$ cat config.mk
export PLATFORM = sky130hd
export DESIGN_NAME = flash_block_lock
export DESIGN_NICKNAME = d
export VERILOG_FILES = /design/src/design/flash_lock_pkg.sv /design/src/design/flash_block_lock.sv /design/src/design/flash_lock_guard.sv
export SDC_FILE = /design/constraint.sdc
export NUM_CORES = 1
export LEC_CHECK = 0
export BUFFER_PORTS_ARGS = -buffer_cell sky130_fd_sc_hd__buf_4
export CORE_MARGIN = 8
export CORE_UTILIZATION = 56
export CTS_CLUSTER_SIZE = 12
export DETAILED_ROUTE_END_ITERATION = 10
export GPL_TIMING_DRIVEN = 1
export PLACE_DENSITY_LB_ADDON = 0.1
export SETUP_SLACK_MARGIN = 0.3
export SYNTH_ARGS = -nofsm -noshare
export SYNTH_HDL_FRONTEND = slang
export SYNTH_SLANG_ARGS = --single-unit
$ cat constraint.sdc
create_clock -name clock -period 3.8 [get_ports clock]
set_clock_uncertainty 0.05 [all_clocks]
set_input_delay 0.19 -clock clock [delete_from_list [all_inputs] [get_ports clock]]
set_output_delay 0.19 -clock clock [all_outputs]
set_load 0.01 [all_outputs]
$ cat src/design/flash_lock_pkg.sv
// Constants and carrier types for the flash block lock register
package flash_lock_pkg;

  localparam int          ADDR_W         = 8;
  localparam int          DATA_W         = 32;
  localparam int          IMAGE_W        = 64;

  // Register byte offsets
  localparam logic [7:0]  PRIMARY_OFF    = 8'h00;
  localparam logic [7:0]  IMAGE_LO_OFF   = 8'h04;
  localparam logic [7:0]  IMAGE_HI_OFF   = 8'h08;
  localparam logic [7:0]  STATUS_OFF     = 8'h0C;

  // Field positions in the primary lock word
  localparam int          WE_BIT         = 31;
  localparam int          TEST_BIT       = 20;
  localparam int          MID_LSB        = 16;
  localparam int          LOW_LSB        = 0;

  // Field positions in the status word
  localparam int          ST_PENDING_BIT = 31;
  localparam int          ST_SUSP_BIT    = 30;
  localparam int          ST_READY_BIT   = 29;

  // Unlock password
  localparam logic [31:0] LOCK_PASSWORD  = 32'hA1A11111;

  // Sectors present in this memory
  localparam logic [1:0]  MID_PRESENT    = 2'h3;
  localparam logic [15:0] LOW_PRESENT    = 16'h003F;

  // Sector codes of a program or erase request
  localparam logic [3:0]  SECTOR_MID0    = 4'h6;
  localparam logic [3:0]  SECTOR_TEST    = 4'h8;

  // Values after reset
  localparam logic [63:0] IMAGE_RESET    = 64'hFFFFFFFFFFFFFFFF;

  typedef struct packed {
    logic        test;
    logic [1:0]  mid;
    logic [15:0] low;
  } lock_t;

  localparam lock_t       LOCK_RESET     = '{test: 1'b1, mid: 2'h3, low: 16'hFFFF};

  typedef struct packed {
    logic              psel;
    logic              penable;
    logic              pwrite;
    logic [ADDR_W-1:0] paddr;
    logic [DATA_W-1:0] pwdata;
  } apb_req_t;

  typedef struct packed {
    logic              pready;
    logic [DATA_W-1:0] prdata;
    logic              pslverr;
  } apb_rsp_t;

  localparam apb_rsp_t    APB_RSP_RESET  = '{pready: 1'b0, prdata: 32'h00000000, pslverr: 1'b0};

  typedef struct packed {
    logic       valid;
    logic       erase;
    logic [3:0] sector;
  } op_req_t;

  typedef struct packed {
    logic done;
    logic execute;
    logic lockedGood;
  } op_rsp_t;

  localparam op_rsp_t     OP_RSP_RESET   = '{done: 1'b0, execute: 1'b0, lockedGood: 1'b0};

  typedef enum logic [1:0] {
    PHASE_REQ,
    PHASE_WAIT,
    PHASE_READY
  } phase_t;

  typedef struct packed {
    phase_t         phase;
    logic           writeEnable;
    lock_t          primary;
    logic           pending;
    logic [63:0]    image;
    apb_rsp_t       apb;
    logic           nvReadReq;
    lock_t          effective;
    op_rsp_t        op;
  } lock_state_t;

endpackage : flash_lock_pkg

$ cat src/design/flash_block_lock.sv
// Primary block lock register with APB slave and sector protection
//
// Function
// RULE1 - Lock is OR of primary and secondary
// RULE2 - Password write sets write-enable until reset
// RULE3 - Write-enable bit cannot be written directly
// RULE4 - Lock fields ignore writes while write-enable clear
// RULE5 - Interlock blocks lock writes until done
// RULE6 - Suspended operation blocks lock writes
// RULE7 - Test lock guards program; test erase refused
// RULE8 - Mid and low lock bits guard sectors
// RULE9 - Mid bits zero, one map sectors six, seven
// RULE10 - Low bits five to zero map sectors
// RULE11 - Low bits fifteen to six read one
// RULE12 - Absent sectors stay locked, ignore writes
// RULE13 - Reset reloads locks from nonvolatile image
// RULE14 - Upper image word ignored when loading
// RULE15 - Erased image loads every lock set
// RULE16 - Locked request leaves data, reports good
// RULE17 - Wrong password changes nothing
`timescale 1ns/1ps
module flash_block_lock
  import flash_lock_pkg::*;
(
  // Clock and reset
  input  wire  logic                     clock,
  input  wire  logic                     rstn,
  // APB slave
  input  wire  flash_lock_pkg::apb_req_t apbReq,
  output flash_lock_pkg::apb_rsp_t       apbRsp,
  // Nonvolatile image read
  output logic                           nvReadReq,
  input  wire  logic                     nvReadValid,
  input  wire  logic [63:0]              nvImage,
  // Secondary lock state
  input  wire  flash_lock_pkg::lock_t    secondaryLock,
  // Module control status
  input  wire  logic                     interlockWrite,
  input  wire  logic                     controlDone,
  input  wire  logic                     hvSuspended,
  // Program and erase request
  input  wire  flash_lock_pkg::op_req_t  opReq,
  output flash_lock_pkg::op_rsp_t        opRsp,
  // Final lock state
  output flash_lock_pkg::lock_t          effectiveLock
);

  import flash_lock_pkg::*;

  lock_state_t s_q;
  lock_state_t s_d;
  logic        allow;
  logic        accessDone;
  logic        lockWritable;
  logic [7:0]  addr;

  function automatic lock_t fit_lock(input logic [31:0] word);
    lock_t l;
    l.test = word[TEST_BIT];
    l.mid  = word[MID_LSB +: 2] | ~MID_PRESENT;  // see RULE12
    l.low  = word[LOW_LSB +: 16] | ~LOW_PRESENT;  // see RULE11 see RULE12
    return l;
  endfunction : fit_lock

  function automatic logic [31:0] lock_word(input logic we, input lock_t l);
    logic [31:0] w;
    w = 32'h00000000;
    w[WE_BIT] = we;
    w[TEST_BIT] = l.test;
    w[MID_LSB +: 2] = l.mid;
    w[LOW_LSB +: 16] = l.low;
    return w;
  endfunction : lock_word

  flash_lock_guard u_guard (
    .effective (s_q.effective),
    .opReq     (opReq),
    .allow     (allow)
  );

  assign addr       = apbReq.paddr;

  always_comb
  begin
    s_d = s_q;
    accessDone = apbReq.psel & apbReq.penable & s_q.apb.pready;
    lockWritable = s_q.writeEnable & ~s_q.pending & ~hvSuspended & ~interlockWrite;  // see RULE4 see RULE5 see RULE6

    // Image load after reset release
    case (s_q.phase)
      PHASE_REQ:
      begin
        s_d.nvReadReq = 1'b1;
        s_d.phase = PHASE_WAIT;
      end
      PHASE_WAIT:
      begin
        if (nvReadValid)
        begin
          s_d.nvReadReq = 1'b0;
          s_d.image = nvImage;
          s_d.primary = fit_lock(nvImage[31:0]);  // see RULE13 see RULE14 see RULE15
          s_d.phase = PHASE_READY;
        end
      end
      PHASE_READY:
      begin
        s_d.nvReadReq = 1'b0;
      end
      default:
      begin
        s_d.phase = PHASE_REQ;
      end
    endcase

    // Interlock pending; a new interlock wins over done
    if (interlockWrite)
    begin
      s_d.pending = 1'b1;  // see RULE5
    end
    else if (controlDone)
    begin
      s_d.pending = 1'b0;  // see RULE5
    end

    // Register writes at the completing access edge
    if (accessDone && apbReq.pwrite && addr == PRIMARY_OFF)
    begin
      if (apbReq.pwdata == LOCK_PASSWORD)
      begin
        s_d.writeEnable = 1'b1;  // see RULE2
      end
      else if (lockWritable)
      begin
        s_d.primary = fit_lock(apbReq.pwdata);  // see RULE3 see RULE4
      end
      else
      begin
        s_d.primary = s_q.primary;  // see RULE17
      end
    end

    // APB answer, one wait-free access once loaded
    s_d.apb.pready = apbReq.psel & (s_q.phase == PHASE_READY) & ~accessDone;
    s_d.apb.pslverr = 1'b0;
    s_d.apb.prdata = 32'h00000000;
    if (apbReq.psel && !accessDone)
    begin
      case (addr)
        PRIMARY_OFF:
        begin
          s_d.apb.prdata = lock_word(s_q.writeEnable, s_q.primary);
        end
        IMAGE_LO_OFF:
        begin
          s_d.apb.prdata = s_q.image[31:0];
        end
        IMAGE_HI_OFF:
        begin
          s_d.apb.prdata = s_q.image[63:32];
        end
        STATUS_OFF:
        begin
          s_d.apb.prdata = lock_word(1'b0, s_q.effective);
          s_d.apb.prdata[ST_PENDING_BIT] = s_q.pending;
          s_d.apb.prdata[ST_SUSP_BIT] = hvSuspended;
          s_d.apb.prdata[ST_READY_BIT] = (s_q.phase == PHASE_READY);
        end
        default:
        begin
          s_d.apb.pslverr = 1'b1;
        end
      endcase
    end

    // Final lock state
    s_d.effective = s_q.primary | secondaryLock;  // see RULE1

    // Program and erase verdict
    s_d.op.done = opReq.valid;
    s_d.op.execute = opReq.valid & allow;  // see RULE7 see RULE8
    s_d.op.lockedGood = opReq.valid & ~allow;  // see RULE16
  end

  always_ff @(posedge clock or negedge rstn)
  begin
    if (!rstn)
    begin
      s_q.phase       <= PHASE_REQ;
      s_q.writeEnable <= 1'b0;
      s_q.primary     <= LOCK_RESET;
      s_q.pending     <= 1'b0;
      s_q.image       <= IMAGE_RESET;
      s_q.apb         <= APB_RSP_RESET;
      s_q.nvReadReq   <= 1'b0;
      s_q.effective   <= LOCK_RESET;
      s_q.op          <= OP_RSP_RESET;
    end
    else
    begin
      s_q <= s_d;
    end
  end

  assign apbRsp        = s_q.apb;
  assign nvReadReq     = s_q.nvReadReq;
  assign opRsp         = s_q.op;
  assign effectiveLock = s_q.effective;

endmodule : flash_block_lock

$ cat src/design/flash_lock_guard.sv
// Sector protection check for one program or erase request
`timescale 1ns/1ps
module flash_lock_guard
  import flash_lock_pkg::*;
(
  // Final lock state
  input  wire flash_lock_pkg::lock_t   effective,
  // Request
  input  wire flash_lock_pkg::op_req_t opReq,
  // Verdict
  output logic                         allow
);

  import flash_lock_pkg::*;

  always_comb
  begin
    allow = 1'b0;
    if (opReq.sector < SECTOR_MID0)
    begin
      allow = ~effective.low[opReq.sector];  // see RULE8 see RULE10
    end
    else if (opReq.sector < SECTOR_TEST)
    begin
      allow = ~effective.mid[opReq.sector[0]];  // see RULE8 see RULE9
    end
    else if (opReq.sector == SECTOR_TEST)
    begin
      allow = ~effective.test & ~opReq.erase;  // see RULE7
    end
    else
    begin
      allow = 1'b0;
    end
  end

endmodule : flash_lock_guard

== Yosys cells after proc, flatten, opt, wreduce, memory -nomap -nowiden ==
Cells that the tools add are included.
Word-level totals
  bits in read-only memories: 0
  memories: 0
  output and inout port bits: 57
  register bits after elaboration: 144
  bits in latches: 0
  bits in writable memories: 0
  logic and storage cells: 85
Cells by class
  equal/unequal tests: 9
  $mul: 0
  magnitude comparators: 4
  reductions and logical operators: 13
  multiplexer cells: 21
  $add $sub $neg: 0
  bitwise gates (word level): 21
  shifts and indexed selects: 0
  div/mod/pow operators: 0
Operators with widths (count)
  $pmux W32 S4: 1
  $mux W19: 5
  $mux W33: 1
  $eq A32 B32 Y1 const B: 1
  $or A19 B19 Y19: 1
  $eq A8 B4 Y1 const B: 2
  $and A1 B1 Y1: 10
  $mux W1: 10
  $not A1 Y1: 10
  $eq A8 B3 Y1 const B: 1
  $logic_not A8 Y1: 1
  $reduce_and A2 Y1: 4
  $pmux W2 S3: 1
  $lt A4 B5 Y1 const B: 1
  $bmux W1 S4: 1
  $eq A4 B4 Y1 const B: 1
  $lt A4 B3 Y1 const B: 1
  $lt A4 B4 Y1 const B: 1
  $reduce_or A4 Y1: 1
  $logic_and A1 B1 Y1: 3
  $ne A3 B2 Y1 const B: 1
  $pmux W1 S3: 1
  $reduce_bool A3 Y1: 1
  $eq A2 B1 Y1 const B: 1
  7 further kinds: 7

== Longest topological paths before layout ==
Gate-level depths: netlist of the first run.
  word-level depth: 7
  mapped depth: 8

== Hierarchy ==
A second synthesis of the first run with hierarchy kept.
Second synthesis, totals
  cells, all modules: 476
  area total of the unflattened synthesis: 6592.6 µm²
Modules (own cells, without submodules)
  flash_block_lock: sequential area each 3731.1 µm², cells each 464, instances 1, area an instance 6483.7 µm²
  flash_lock_guard: sequential area each 0.0 µm², cells each 12, instances 1, area an instance 108.9 µm²

== Least setup slack after synthesis of the first run ==
OpenSTA, ideal clock, no wires.
  kind: reg-to-reg
  from: reg s_q[143] in the netlist's numbering
  to: reg s_q[100] in the netlist's numbering
  stages on the path, launching flop included: 8
  setup time: 0.082 ns
  period minus slack after synthesis: 2.079 ns
  arrival time: 1.947 ns
  slack: 1.721 ns
  cells stage by stage: dfrtp_1 > inv_1 > ha_1 > and2_1 > clkbuf_1 > buf_1 > clkbuf_1 > mux2_2
Between the ends
  longest elaborated chain between the ends: 2
RTL lines
  start, declared: line flash_block_lock.sv:50  | lock_state_t s_q;
  $eq A2 B1 Y1: line flash_block_lock.sv:90  | case (s_q.phase)
  $reduce_and A2 Y1 (no source line)
No other way between the ends.
A chain may end at the register's enable or synchronous reset.

== Worst setup path in the final report of the first run ==
  from: in apbReq[42] in the netlist's numbering
  to: reg s_q[127] in the netlist's numbering
Between the ends
  longest elaborated chain between the ends: 5
  elaborated cells on any way between the ends: 6
  those cells by class: eq/ne: 1; mux: 1; bitwise: 2; reduce/logical: 2
RTL lines
  start, declared: line flash_block_lock.sv:29  | input wire flash_lock_pkg::apb_req_t apbReq,
  $and A1 B1 Y1 * (2 in a row): line flash_block_lock.sv:86  | accessDone = apbReq.psel & apbReq.penable & s_q.apb.pready;
  $logic_and A1 B1 Y1 * (2 in a row): line flash_block_lock.sv:127  | if (accessDone && apbReq.pwrite && addr == PRIMARY_OFF)
  $ne A3 B2 Y1 (no source line) / $mux W19 (equally long branches)
Every way passes the cells marked *; elsewhere a longest branch is shown, timed or not.

==> results.tsv, run 1 <==
stage	metric	value	unit
sta	maximum clock rate	432	MHz
sta	minimum clock period	2.31	ns
finish	most frequent cells in the layout	sky130_fd_sc_hd__buf_4 (199), sky130_fd_sc_hd__dfstp_2 (102), sky130_fd_sc_hd__dlygate4sd3_1 (88)	
job	max_cap viols	0	
sta	final-report max-slew violation count	0	
die	Die Y	124	µm
route	number of DRC markers in iteration 0	272	
worst_setup_path	sort of element at the end of the critical path	register	
global_route	vias in the first global route	5111	
route	routed via count	4506	
die	I/O pin cnt	195	
route	final antenna-violating net count	0	
synth	Mean Syn Cell Area	14.0	µm²
synth	#FFs+latches synth	144	
placed_design	last weighted congestion value of the routability-driven placer	0.786	
worst_setup_path	Worst Path Max Fanout	19	
hold_path	end of the worst hold path	s_q[139]$_DFFE_PN1P_	
placed_design	number of buffers inserted by port buffering	194	
worst_setup_path	worst r2r src	s_q[121]$_DFFE_PN0P_	
global_route	largest net degree at the start of global routing	113	
synth	synthesized instance count	470	
global_route	initial antenna violation count	1	
clocking	Clk pin slew, worst setup/hold paths	0.06	ns
clocking	Root Driver	sky130_fd_sc_hd__clkbuf_16	
die	area of the die	15500	µm²
die	starting density of the core	0.576	
finish	total area of multi-input combinational cells	2310	µm²
sta	fraction of the cycle the final worst path needs	0.609	
hold_path	Min-Delay Path Class	input port to register	
synth	complex-gate fraction of the synthesized area	0.0441	
power_and_ir_drop	net switching power	1390	µW
finish	sequential standard cell area	3730	µm²
synth	Most used DFF post-synth	sky130_fd_sc_hd__dfstp_2	
route	number of vias per cell after detailed routing	5.26	
power_and_ir_drop	Peak VDD IR	0.000472	V
synth	adder-cell share of the synthesized area	0.00951	
sta	unrepaired setup endpoints after global routing	no	
route	DRC violation count after routing	0	
route	WL final	17.5	mm
hold_path	Worst Hold Launch	apbReq[17]	
die	core region area	11400	µm²
finish	number of diodes added for antenna fixing	0	
hold_path	number of cells on the worst hold path	2	
global_route	wire length of the first global-routing pass	28.0	mm
sta	Setup TNS Final	0	ns
sta	normalized max-slew margin	0.345	
worst_setup_path	required time of the critical path	4.10	ns
worst_setup_path	Setup crit start kind	input port	
power_and_ir_drop	proportion of power drawn by the clock network	0.316	
synth	Post-synth EDFFs	0	
power_and_ir_drop	Pwr per Cell Area	607	nW/µm²
finish	post-route cell area	9270	µm²
sta	final-report setup violation count	0	
synth	Yosys Warn Count	0	
sta	post-layout worst setup margin	1.49	ns
synth	multiplexer share of the synthesized area	0.188	
clocking	Skew-Pair Late Insertion Delay	0.41	ns
power_and_ir_drop	cell-internal power	4240	µW
power_and_ir_drop	switching power as a share of total power	0.246	
sta	Tightest Pin Transition	0.983	ns
global_route	remaining global-route overflow	0	
synth	largest cells by area after synthesis	sky130_fd_sc_hd__dfstp_2 (41%), sky130_fd_sc_hd__dfrtp_1 (16%), sky130_fd_sc_hd__mux2_2 (11%)	
finish	post-layout net count	844	
synth	syn nets	613	
clocking	clock tree from TritonCTS	done	
global_route	GRT Util Overall	0.229	
worst_setup_path	depth of the most critical reg-to-reg path	4	
finish	commonest non-fill, non-tap cell in the layout	sky130_fd_sc_hd__buf_4	
worst_setup_path	path type of the worst setup path	input port to register	
placed_design	total half-perimeter wirelength after legalization and detailed placement	11.5	mm
power_and_ir_drop	sequential cell fraction of total power	0.456	
synth	dominant combinational cell family by area after synthesis	multiplexers	
synth	post-synthesis share of cell area spent on xor and xnor gates	0	
route	number of detailed-route iterations in the first pass	5	
power_and_ir_drop	relative contribution of combinational cells to total power	0.228	
die	horizontal die dimension	124	µm
worst_setup_path	data arrival at the endpoint of the critical path	2.61	ns
worst_setup_path	R2R setup slack	1.59	ns
finish	number of fillers in the final layout	621	
finish	area growth from synthesis to layout	41.0	%
synth	post-synthesis cell type with the largest combined area	sky130_fd_sc_hd__dfstp_2	
placed_design	cell count after placement	737	
synth	netlist area before placement	6580	µm²
route	Routed wire per std cell	20.5	µm
synth	post-synthesis simple-gate area fraction	0.110	
sta	final hold violations	0	
synth	async set-or-reset flop fraction in the synthesized netlist	1.00	
synth	sequential area share after synthesis	0.567	
clocking	H-tree lvl count	4	
clocking	sinks on the clock net	144	
synth	count of unique library cells instantiated by Yosys	39	
synth	area share of the largest cell type after synthesis	0.408	
status	result of the run	completed	
finish	Util after Layout	0.812	
die	standard-cell row count	39	
clocking	CTS max path bufs	2	
finish	fraction of final layout cells sized beyond drive strength 1	0.644	
power_and_ir_drop	total leakage power	0.00403	µW
placed_design	pre-CTS WS	1.09	ns
worst_setup_path	Critical R2R Capture	s_q[127]$_DFFE_PN1P_	
finish	final standard cell count with taps included and fillers excluded	857	
clocking	Num CTS Buffers	17	
placed_design	cell area after placement	7750	µm²
-- cell type report --
cell class	instances	area share
timing repair buffer	288	0.257
inverter	5	0.00203
sequential	144	0.403
clock buffer	19	0.0489
multi-input combinational	245	0.250
clock inverter	13	0.0201
tap	143	0.0193
-- worst max-delay path, cell delays in order --
cell	delay, ns
sky130_fd_sc_hd__dlygate4sd3_1	0.53
sky130_fd_sc_hd__buf_4	0.12
sky130_fd_sc_hd__nor4bb_1	0.25
sky130_fd_sc_hd__and4_1	0.37
sky130_fd_sc_hd__o311ai_4	0.23
sky130_fd_sc_hd__a21bo_1	0.62
sky130_fd_sc_hd__o221a_2	0.30
-- registers in the layout (all words and copies together), names as in the netlist --
register and flops:
apbRsp 34, effectiveLock 19, nvReadReq 1, opRsp 3
s_q 87
-- repair_timing --
item                      in CTS  in global routing
setup buffers                  0                  0
hold buffers                  88                  0
hold endpoints to repair     115                  0
gates resized for setup        0                  0
-- Yosys cell counts, types with 3 or more instances --
| cell type | n |
|---|---|
| sky130_fd_sc_hd__inv_1 | 5 |
| sky130_fd_sc_hd__or2_2 | 19 |
| sky130_fd_sc_hd__clkbuf_1 | 11 |
| sky130_fd_sc_hd__nor2_1 | 27 |
| sky130_fd_sc_hd__a22oi_1 | 12 |
| sky130_fd_sc_hd__ha_1 | 5 |
| sky130_fd_sc_hd__dfstp_2 | 102 |
| sky130_fd_sc_hd__mux4_2 | 21 |
| sky130_fd_sc_hd__mux2_2 | 66 |
| sky130_fd_sc_hd__and2_1 | 3 |
| sky130_fd_sc_hd__o221a_2 | 9 |
| sky130_fd_sc_hd__nor4b_2 | 4 |
| sky130_fd_sc_hd__and3_1 | 3 |
| sky130_fd_sc_hd__nor4bb_1 | 3 |
| sky130_fd_sc_hd__or2_1 | 10 |
| sky130_fd_sc_hd__a21o_1 | 3 |
| sky130_fd_sc_hd__nor2b_1 | 22 |
| sky130_fd_sc_hd__buf_1 | 5 |
| sky130_fd_sc_hd__buf_4 | 56 |
| sky130_fd_sc_hd__nand2_1 | 17 |
| sky130_fd_sc_hd__dfrtp_1 | 42 |
-- power by group through the flow --
| stage | Sequential (µW) | Combinational (µW) | Clock [µW] |
|---|---|---|---|
| finish | 2560 | 1280 | 1780 |
| global route | 2610 | 1380 | 1870 |
| CTS | 2550 | 1280 | 1790 |
| detailed placement | 2570 | 1200 | 0 |
| global placement | 2540 | 1150 | 0 |
| floorplan | 2460 | 919 | 0 |
-- logic make-up after synthesis --
| family | Yosys count |
|---|---|
| buf+inv | 81 |
| fa+ha+maj | 5 |
| mux | 89 |
| compound gates | 32 |
| flops | 144 |
| simple gates | 119 |
-- per-stage QoR --
stage	hold slack, ns	total power (µW)
finish	0.0266	5620
detailed placement	0.269	3770
global placement	0.265	3680
CTS	0.0119	5630
global route	0.0167	5870
floorplan	-0.156	3380
-- worst max-delay path by stage --
stage / end / start / cells past startpoint
after floorplan: s_q[100]$_DFFE_PN1P_ / s_q[143]$_DFFE_PN0P_ / 7
after global placement: s_q[125]$_DFFE_PN1P_ / apbReq[20] / 6
after detailed placement: s_q[125]$_DFFE_PN1P_ / apbReq[20] / 6
after CTS: s_q[124]$_DFFE_PN1P_ / apbReq[42] / 7
after global routing: s_q[124]$_DFFE_PN1P_ / apbReq[20] / 6
final: s_q[127]$_DFFE_PN1P_ / apbReq[42] / 7
-- routing by layer --
metal / up-vias / share of wire / GRT usage
met5: - / 0.00046 / 0
met4: 2 / 0.020 / 0.0865
met3: 28 / 0.070 / 0.0783
met2: 164 / 0.51 / 0.379
met1: 2253 / 0.40 / 0.269
li1: 2059 / - / -
No activity file was read; power rests on OpenSTA's default activity.
==> run 2, diff against run 1 <==
--- a/config.mk
+++ b/config.mk
@@ -5,9 +5,10 @@
 export SDC_FILE = /design/constraint.sdc
 export NUM_CORES = 1
 export LEC_CHECK = 0
+export ABC_AREA = 1
 export BUFFER_PORTS_ARGS = -buffer_cell sky130_fd_sc_hd__buf_4
 export CORE_MARGIN = 8
-export CORE_UTILIZATION = 56
+export CORE_UTILIZATION = 53
 export CTS_CLUSTER_SIZE = 12
 export DETAILED_ROUTE_END_ITERATION = 10
 export GPL_TIMING_DRIVEN = 1
==> constraint.sdc (replaced) <==
create_clock -name clock -period 2.4 [get_ports clock]
set_clock_uncertainty 0.05 [all_clocks]
set_input_delay 0.12 -clock clock [delete_from_list [all_inputs] [get_ports clock]]
set_output_delay 0.12 -clock clock [all_outputs]
set_load 0.01 [all_outputs]
==> results.tsv, run 2 <==
stage	metric	value	unit	change
synth	Post-synth top cells	sky130_fd_sc_hd__nand2_1 (198), sky130_fd_sc_hd__inv_1 (111), sky130_fd_sc_hd__dfstp_2 (102)		
sta	minimum clock period	1.99	ns	
die	I/O pin cnt	195		unchanged
finish	flip-flop count of the largest register after layout	87		unchanged
route	WL final	20.5	mm	+17%
placed_design	total half-perimeter wirelength after legalization and detailed placement	13.4	mm	+17%
route	number of detailed-route iterations in the first pass	5		unchanged
worst_setup_path	Worst Path Max Fanout	5		-14
synth	Mean Syn Cell Area	8.39	µm²	-40%
power_and_ir_drop	cell-internal power	6180	µW	+46%
synth	synthesized instance count	830		+77%
synth	syn nets	973		+59%
job	max_cap viols	0		unchanged
power_and_ir_drop	proportion of power drawn by the clock network	0.331		+0.015
synth	Post-synth EDFFs	0		unchanged
clocking	Post-CTS Setup Inserts	0		unchanged
clocking	clock tree from TritonCTS	done		
synth	area share of the largest cell type after synthesis	0.385		-0.0228
worst_setup_path	Setup crit start kind	input port		
sta	maximum clock rate	502	MHz	
worst_setup_path	required time of the critical path	2.66	ns	-1.44 ns
synth	async set-or-reset flop fraction in the synthesized netlist	1.00		unchanged
sta	unrepaired setup endpoints after global routing	yes		
worst_setup_path	worst r2r src	s_q[143]$_DFFE_PN0P_		
synth	post-synthesis simple-gate area fraction	0.226		+0.116
die	core region area	13000	µm²	+14%
global_route	remaining global-route overflow	0		unchanged
power_and_ir_drop	total leakage power	0.00476	µW	+18%
route	number of DRC markers in iteration 0	403		+48%
global_route	wire length of the first global-routing pass	32.1	mm	+15%
route	number of vias per cell after detailed routing	4.93		-6.1%
sta	post-layout worst setup margin	0.407	ns	-1.08 ns
sta	Tightest Pin Transition	0.606	ns	-0.376 ns
clocking	Skew-Pair Late Insertion Delay	0.42	ns	about the same
finish	fraction of final layout cells sized beyond drive strength 1	0.346		-0.298
synth	post-synthesis cell type with the largest combined area	sky130_fd_sc_hd__dfstp_2		
synth	Yosys Warn Count	0		unchanged
hold_path	Worst Hold Launch	apbReq[40]		
die	starting density of the core	0.534		-0.0414
die	horizontal die dimension	131	µm	+5.1%
finish	number of diodes added for antenna fixing	0		unchanged
worst_setup_path	cell chain of the critical path	dlygate4sd3_1 > buf_4 > nor2_4 > nand2_1 > dlygate4sd3_1 > nand2_1 > dlygate4sd3_1 > inv_1		
hold_path	Min-Delay Path Class	input port to register		
finish	area growth from synthesis to layout	41.3	%	
synth	#FFs+latches synth	144		unchanged
global_route	GRT Util Overall	0.246		+0.0178
power_and_ir_drop	switching power as a share of total power	0.276		+0.0298
route	final antenna-violating net count	0		unchanged
sta	Setup TNS Final	0	ns	unchanged
synth	count of unique library cells instantiated by Yosys	28		-28%
worst_setup_path	gate family responsible for the most delay along the worst path	buffers and inverters		
worst_setup_path	path type of the worst setup path	input port to register		
power_and_ir_drop	relative contribution of combinational cells to total power	0.217		-0.011
sta	fraction of the cycle the final worst path needs	0.830		
clocking	CTS max path bufs	2		unchanged
finish	post-layout net count	1208		+43%
synth	multiplexer share of the synthesized area	0		-0.188
power_and_ir_drop	Pwr per Cell Area	867	nW/µm²	+43%
global_route	initial antenna violation count	0		-1
sta	final hold violations	0		unchanged
synth	netlist area before placement	6970	µm²	+5.9%
route	Routed wire per std cell	16.4	µm	-20%
finish	Reg with most FFs	s_q		
synth	post-synthesis share of cell area spent on xor and xnor gates	0		unchanged
die	standard-cell row count	42		+7.7%
placed_design	last weighted congestion value of the routability-driven placer	0.856		+8.8%
power_and_ir_drop	net switching power	2360	µW	+70%
clocking	H-tree lvl count	4		unchanged
route	routed via count	6188		+37%
clocking	sinks on the clock net	144		unchanged
clocking	Clk pin slew, worst setup/hold paths	0.06	ns	about the same
synth	cell with the most instances after synthesis	sky130_fd_sc_hd__nand2_1		
synth	sequential area share after synthesis	0.536		-0.0318
worst_setup_path	sort of element at the end of the critical path	register		
worst_setup_path	count of buffer and inverter cells on the critical path	5		+3
power_and_ir_drop	sequential cell fraction of total power	0.452		-0.004
synth	largest cells by area after synthesis	sky130_fd_sc_hd__dfstp_2 (38%), sky130_fd_sc_hd__dfrtp_1 (15%), sky130_fd_sc_hd__nand2_1 (11%)		
route	DRC violation count after routing	0		unchanged
power_and_ir_drop	Peak VDD IR	0.000537	V	+14%
placed_design	number of buffers inserted by port buffering	194		unchanged
worst_setup_path	slowest library cell on the worst path	sky130_fd_sc_hd__dlygate4sd3_1		
synth	complex-gate fraction of the synthesized area	0.0866		+0.0424
sta	final-report setup violation count	0		unchanged
clocking	Num CTS Buffers	17		unchanged
worst_setup_path	most frequent cell on the critical path	sky130_fd_sc_hd__dlygate4sd3_1		
sta	normalized max-slew margin	0.596		+0.251
finish	most frequent cells in the layout	sky130_fd_sc_hd__buf_4 (199), sky130_fd_sc_hd__nand2_1 (198), sky130_fd_sc_hd__inv_1 (109)		
sta	final-report max-slew violation count	0		unchanged
global_route	largest net degree at the start of global routing	66		-42%
worst_setup_path	crit path launch	apbReq[32]		
synth	Most used DFF post-synth	sky130_fd_sc_hd__dfstp_2		
status	result of the run	completed		
synth	dominant combinational cell family by area after synthesis	simple AND/OR/NAND/NOR gates		
worst_setup_path	data arrival at the endpoint of the critical path	2.25	ns	-0.36 ns
die	area of the die	17100	µm²	+10%
die	Die Y	131	µm	+5.1%
placed_design	pre-CTS WS	0.585	ns	-0.502 ns
synth	adder-cell share of the synthesized area	0.00898		-0.000533
clocking	Root Driver	sky130_fd_sc_hd__clkbuf_16		
finish	commonest non-fill, non-tap cell in the layout	sky130_fd_sc_hd__buf_4		
global_route	vias in the first global route	6436		+26%
worst_setup_path	delay of the slowest cell on the worst path	0.57	ns	-0.05 ns
-- run 2: cell count changes after synthesis, moves of 16 or more --
cell                      delta
sky130_fd_sc_hd__nand2_1   +181
sky130_fd_sc_hd__inv_1     +106
sky130_fd_sc_hd__o21ai_0    +71
sky130_fd_sc_hd__mux2_2     -66
sky130_fd_sc_hd__nand3_1    +55
sky130_fd_sc_hd__nor2_1     +49
sky130_fd_sc_hd__nor2b_1    -22
sky130_fd_sc_hd__mux4_2     -21
sky130_fd_sc_hd__o22ai_1    +16
-- run 2: power by group through the flow --
stage	Sequential (µW)	Combinational, µW	Clock (µW)
after floorplan	3780	1170	0
after global placement	3870	1660	0
after detailed placement	3880	1700	0
after CTS	3850	1840	2860
after global routing	3930	2100	2970
final	3860	1850	2820
-- run 2: per-layer routing --
layer,up-vias,track usage,wire length [µm]
met5,-,0,0
met4,0,0.0885,419
met3,36,0.0666,1390
met2,230,0.419,10300
met1,2927,0.295,8350
li1,2995,-,-
-- run 2: stage by stage --
step | area, µm² | utilization | total power (µW) | hold slack, ns | std cells
after floorplan | 6970 | - | 4940 | -0.226 | 830
after global placement | 8220 | 0.631 | 5530 | 0.0983 | 1124
after detailed placement | 8220 | 0.631 | 5580 | 0.100 | 1124
after CTS | 9840 | 0.755 | 8550 | 0.00562 | 1254
after global routing | 9840 | 0.755 | 9010 | 0.0196 | 1254
final | 9840 | 0.755 | 8530 | 0.0146 | 1254
-- run 2: tightest hold or removal path: stages --
cell and delay (ns):
sky130_fd_sc_hd__buf_4 0.11, sky130_fd_sc_hd__nand3_1 0.11, sky130_fd_sc_hd__o21ai_0 0.09
-- run 2: what timing repair did --
action,CTS,global route
resized for setup,0,1
endpoints found under the setup margin,0,5
endpoints found under the hold margin,112,0
hold buffers,98,0
-- run 2: final timing paths --
path / end / slack [ns] / depth (start not counted)
worst min register to register: s_q[76]$_DFFE_PN1P_ / 0.42 / 2
worst max-delay path: apbRsp[0]$_DFF_PN0_ / 0.41 / 8
max in group asynchronous: s_q[120]$_DFFE_PN1P_ / 1.36 / 3
min in group asynchronous: apbRsp[10]$_DFF_PN0_ / 0.20 / 2
worst max register to register: s_q[139]$_DFFE_PN1P_ / 0.64 / 8
worst min-delay path: s_q[141]$_DFFE_PN0P_ / 0.01 / 3
-- run 2: layout make-up --
type	instances	area, µm²
Sequential cell	144	3730
Fill cell	919	3190
Timing Repair Buffer	302	2570
Multi-Input combinational cell	485	2250
Clock buffer	22	484
Inverter	115	439
Tap cell	176	220
Clock inverter	10	156
-- run 2: kinds of logic after synthesis --
kind of cell,Yosys count
adders and majority gates,5
buffers and inverters,201
DFF,144
AOI/OAI and AO/OA,114
and+or+nand+nor,366
==> run 3, diff against run 2 <==
--- a/config.mk
+++ b/config.mk
@@ -8,7 +8,7 @@
 export ABC_AREA = 1
 export BUFFER_PORTS_ARGS = -buffer_cell sky130_fd_sc_hd__buf_4
 export CORE_MARGIN = 8
-export CORE_UTILIZATION = 53
+export CORE_UTILIZATION = 47
 export CTS_CLUSTER_SIZE = 12
 export DETAILED_ROUTE_END_ITERATION = 10
 export GPL_TIMING_DRIVEN = 1
==> constraint.sdc (replaced) <==
create_clock -name clock -period 1.81 [get_ports clock]
set_clock_uncertainty 0.05 [all_clocks]
set_input_delay 0.0905 -clock clock [delete_from_list [all_inputs] [get_ports clock]]
set_output_delay 0.0905 -clock clock [all_outputs]
set_load 0.01 [all_outputs]
==> results.tsv, run 3 (synthesis results as in run 2) <==
stage	metric	value	unit	change
worst_setup_path	data arrival at the endpoint of the critical path	1.76	ns	-0.49 ns
sta	fraction of the cycle the final worst path needs	0.808		
power_and_ir_drop	Pwr per Cell Area	1160	nW/µm²	+34%
sta	smallest hold slack	0.0374	ns	+0.0228 ns
sta	final-report max-slew violation count	0		unchanged
die	starting density of the core	0.479		-0.0552
power_and_ir_drop	Peak VDD IR	0.000728	V	+35%
worst_setup_path	R2R setup slack	0.35	ns	-0.29 ns
clocking	Num CTS Buffers	17		unchanged
global_route	initial antenna violation count	0		unchanged
global_route	vias in the first global route	6296		-2.2%
clocking	Skew-Pair Late Insertion Delay	0.42	ns	about the same
global_route	largest net degree at the start of global routing	58		-12%
clocking	clock tree from TritonCTS	done		
placed_design	total half-perimeter wirelength after legalization and detailed placement	14.1	mm	+5.4%
worst_setup_path	path type of the worst setup path	register to register		
clocking	Root Driver	sky130_fd_sc_hd__clkbuf_16		
route	number of detailed-route iterations in the first pass	5		unchanged
hold_path	end of the worst hold path	apbRsp[31]$_DFF_PN0_		
finish	most frequent cells in the layout	sky130_fd_sc_hd__buf_4 (207), sky130_fd_sc_hd__nand2_1 (195), sky130_fd_sc_hd__inv_1 (108)		
worst_setup_path	Worst Path Max Fanout	30		+25
die	horizontal die dimension	138	µm	+5.4%
route	routed via count	6177		-0.18%
route	number of DRC markers in iteration 0	328		-19%
job	max_cap viols	0		unchanged
die	core region area	14500	µm²	+12%
route	WL final	20.5	mm	about the same
placed_design	number of buffers inserted by port buffering	194		unchanged
sta	Tightest Pin Transition	0.407	ns	-0.199 ns
finish	Util after Layout	0.696		-0.0588
finish	fraction of final layout cells sized beyond drive strength 1	0.363		+0.0166
sta	final-report setup violation count	0		unchanged
clocking	CTS max path bufs	2		unchanged
finish	flip-flop count of the largest register after layout	87		unchanged
worst_setup_path	worst r2r src	s_q[143]$_DFFE_PN0P_		
worst_setup_path	sort of element at the end of the critical path	register		
clocking	H-tree lvl count	4		unchanged
sta	minimum clock period	1.46	ns	
finish	post-layout net count	1222		+1.2%
finish	Reg with most FFs	s_q		
hold_path	Min-Delay Path Class	input port to register		
global_route	wire length of the first global-routing pass	32.1	mm	unchanged
sta	Setup TNS Final	0	ns	unchanged
route	number of vias per cell after detailed routing	4.84		-2.0%
finish	area growth from synthesis to layout	45.3	%	
route	Routed wire per std cell	16.0	µm	-1.9%
route	final antenna-violating net count	0		unchanged
clocking	sinks on the clock net	144		unchanged
sta	unrepaired setup endpoints after global routing	yes		
finish	commonest non-fill, non-tap cell in the layout	sky130_fd_sc_hd__buf_4		
hold_path	Worst Hold Launch	hvSuspended		
hold_path	number of cells on the worst hold path	5		+2
power_and_ir_drop	total leakage power	0.00488	µW	+2.5%
route	DRC violation count after routing	0		unchanged
die	area of the die	19000	µm²	+11%
clocking	Clk pin slew, worst setup/hold paths	0.06	ns	about the same
global_route	remaining global-route overflow	0		unchanged
sta	normalized max-slew margin	0.726		+0.130
worst_setup_path	depth of the most critical reg-to-reg path	7		-1
die	Die Y	138	µm	+5.4%
power_and_ir_drop	Tot Pwr	11800	µW	+38%
global_route	GRT Util Overall	0.218		-0.0278
sta	final hold violations	0		unchanged
worst_setup_path	Critical R2R Capture	s_q[88]$_DFFE_PN1P_		
die	standard-cell row count	44		+4.8%
placed_design	last weighted congestion value of the routability-driven placer	0.850		-0.65%
status	result of the run	completed		
die	I/O pin cnt	195		unchanged
worst_setup_path	Setup crit start kind	register		
sta	maximum clock rate	683	MHz	
worst_setup_path	required time of the critical path	2.10	ns	-0.56 ns
-- run 3: cell types whose count changed in the layout (fill, tap and decap cells not counted), sizes merged --
cell,previous run,this run
bufinv,4,6
clkinv,6,2
diode,0,1
bufbuf,0,2
buf,204,215
inv,113,116
clkbuf,22,23
clkinvlp,2,1
-- run 3: layer usage --
layer / vias up / share of wire / GRT usage / routed length, µm
met2: 187 / 0.50 / 0.365 / 10300
met4: 0 / 0.012 / 0.0513 / 248
li1: 3035 / - / - / -
met3: 23 / 0.063 / 0.0591 / 1300
met5: - / 0 / 0 / 0
met1: 2932 / 0.42 / 0.276 / 8690
-- run 3: timing repair --
| action | CTS | global route |
|---|---|---|
| endpoints found under the setup margin | 20 | 54 |
| pin swaps | 1 | 0 |
| hold buffers | 98 | 0 |
| gates resized for setup | 6 | 17 |
| gates cloned | 2 | 1 |
| setup buffers | 2 | 3 |
| endpoints found under the hold margin | 166 | 0 |
-- run 3: metrics by stage --
step                      std cells  setup WS, ns  instance area (µm²)
after floorplan                 830         0.312                 6970
after global placement         1138         0.111                 8270
after detailed placement       1138        0.0821                 8270
after CTS                      1272         0.302                10000
after global routing           1276         0.258                10100
final                          1277         0.347                10100
-- run 3: how the worst max path moves through the flow --
stage                         startpoint              endpoint
finish              s_q[143]$_DFFE_PN0P_   s_q[88]$_DFFE_PN1P_
global route        s_q[143]$_DFFE_PN0P_  s_q[138]$_DFFE_PN1P_
CTS                            apbReq[0]  s_q[139]$_DFFE_PN1P_
detailed placement  apbRsp[33]$_DFF_PN0_  s_q[139]$_DFFE_PN1P_
global placement    apbRsp[33]$_DFF_PN0_  s_q[140]$_DFFE_PN1P_
floorplan           s_q[143]$_DFFE_PN0P_  s_q[100]$_DFFE_PN1P_
-- run 3: power breakdown --
group / internal, µW / total, µW / switching, µW
logic: 1240 / 2710 / 1470
clock network: 2620 / 3930 / 1310
registers: 4690 / 5110 / 417
total: 8550 / 11800 / 3200
-- run 3: worst max-delay path: stages (launching register included) --
cell	delay (ns)
sky130_fd_sc_hd__dfrtp_1	0.38
sky130_fd_sc_hd__inv_2	0.08
sky130_fd_sc_hd__ha_1	0.17
sky130_fd_sc_hd__nand2_2	0.09
sky130_fd_sc_hd__inv_4	0.13
sky130_fd_sc_hd__bufbuf_16	0.34
sky130_fd_sc_hd__nand2_1	0.07
sky130_fd_sc_hd__o21ai_0	0.07
-- run 3: layout make-up --
class / instances / area (µm²)
Timing Repair Buffer: 316 / 2760
Fill cell: 1128 / 4410
Sequential cell: 144 / 3730
Multi-Input combinational cell: 485 / 2300
Inverter: 115 / 439
Antenna cell: 1 / 2.50
Clock inverter: 10 / 208
Clock buffer: 22 / 454
Tap cell: 184 / 230
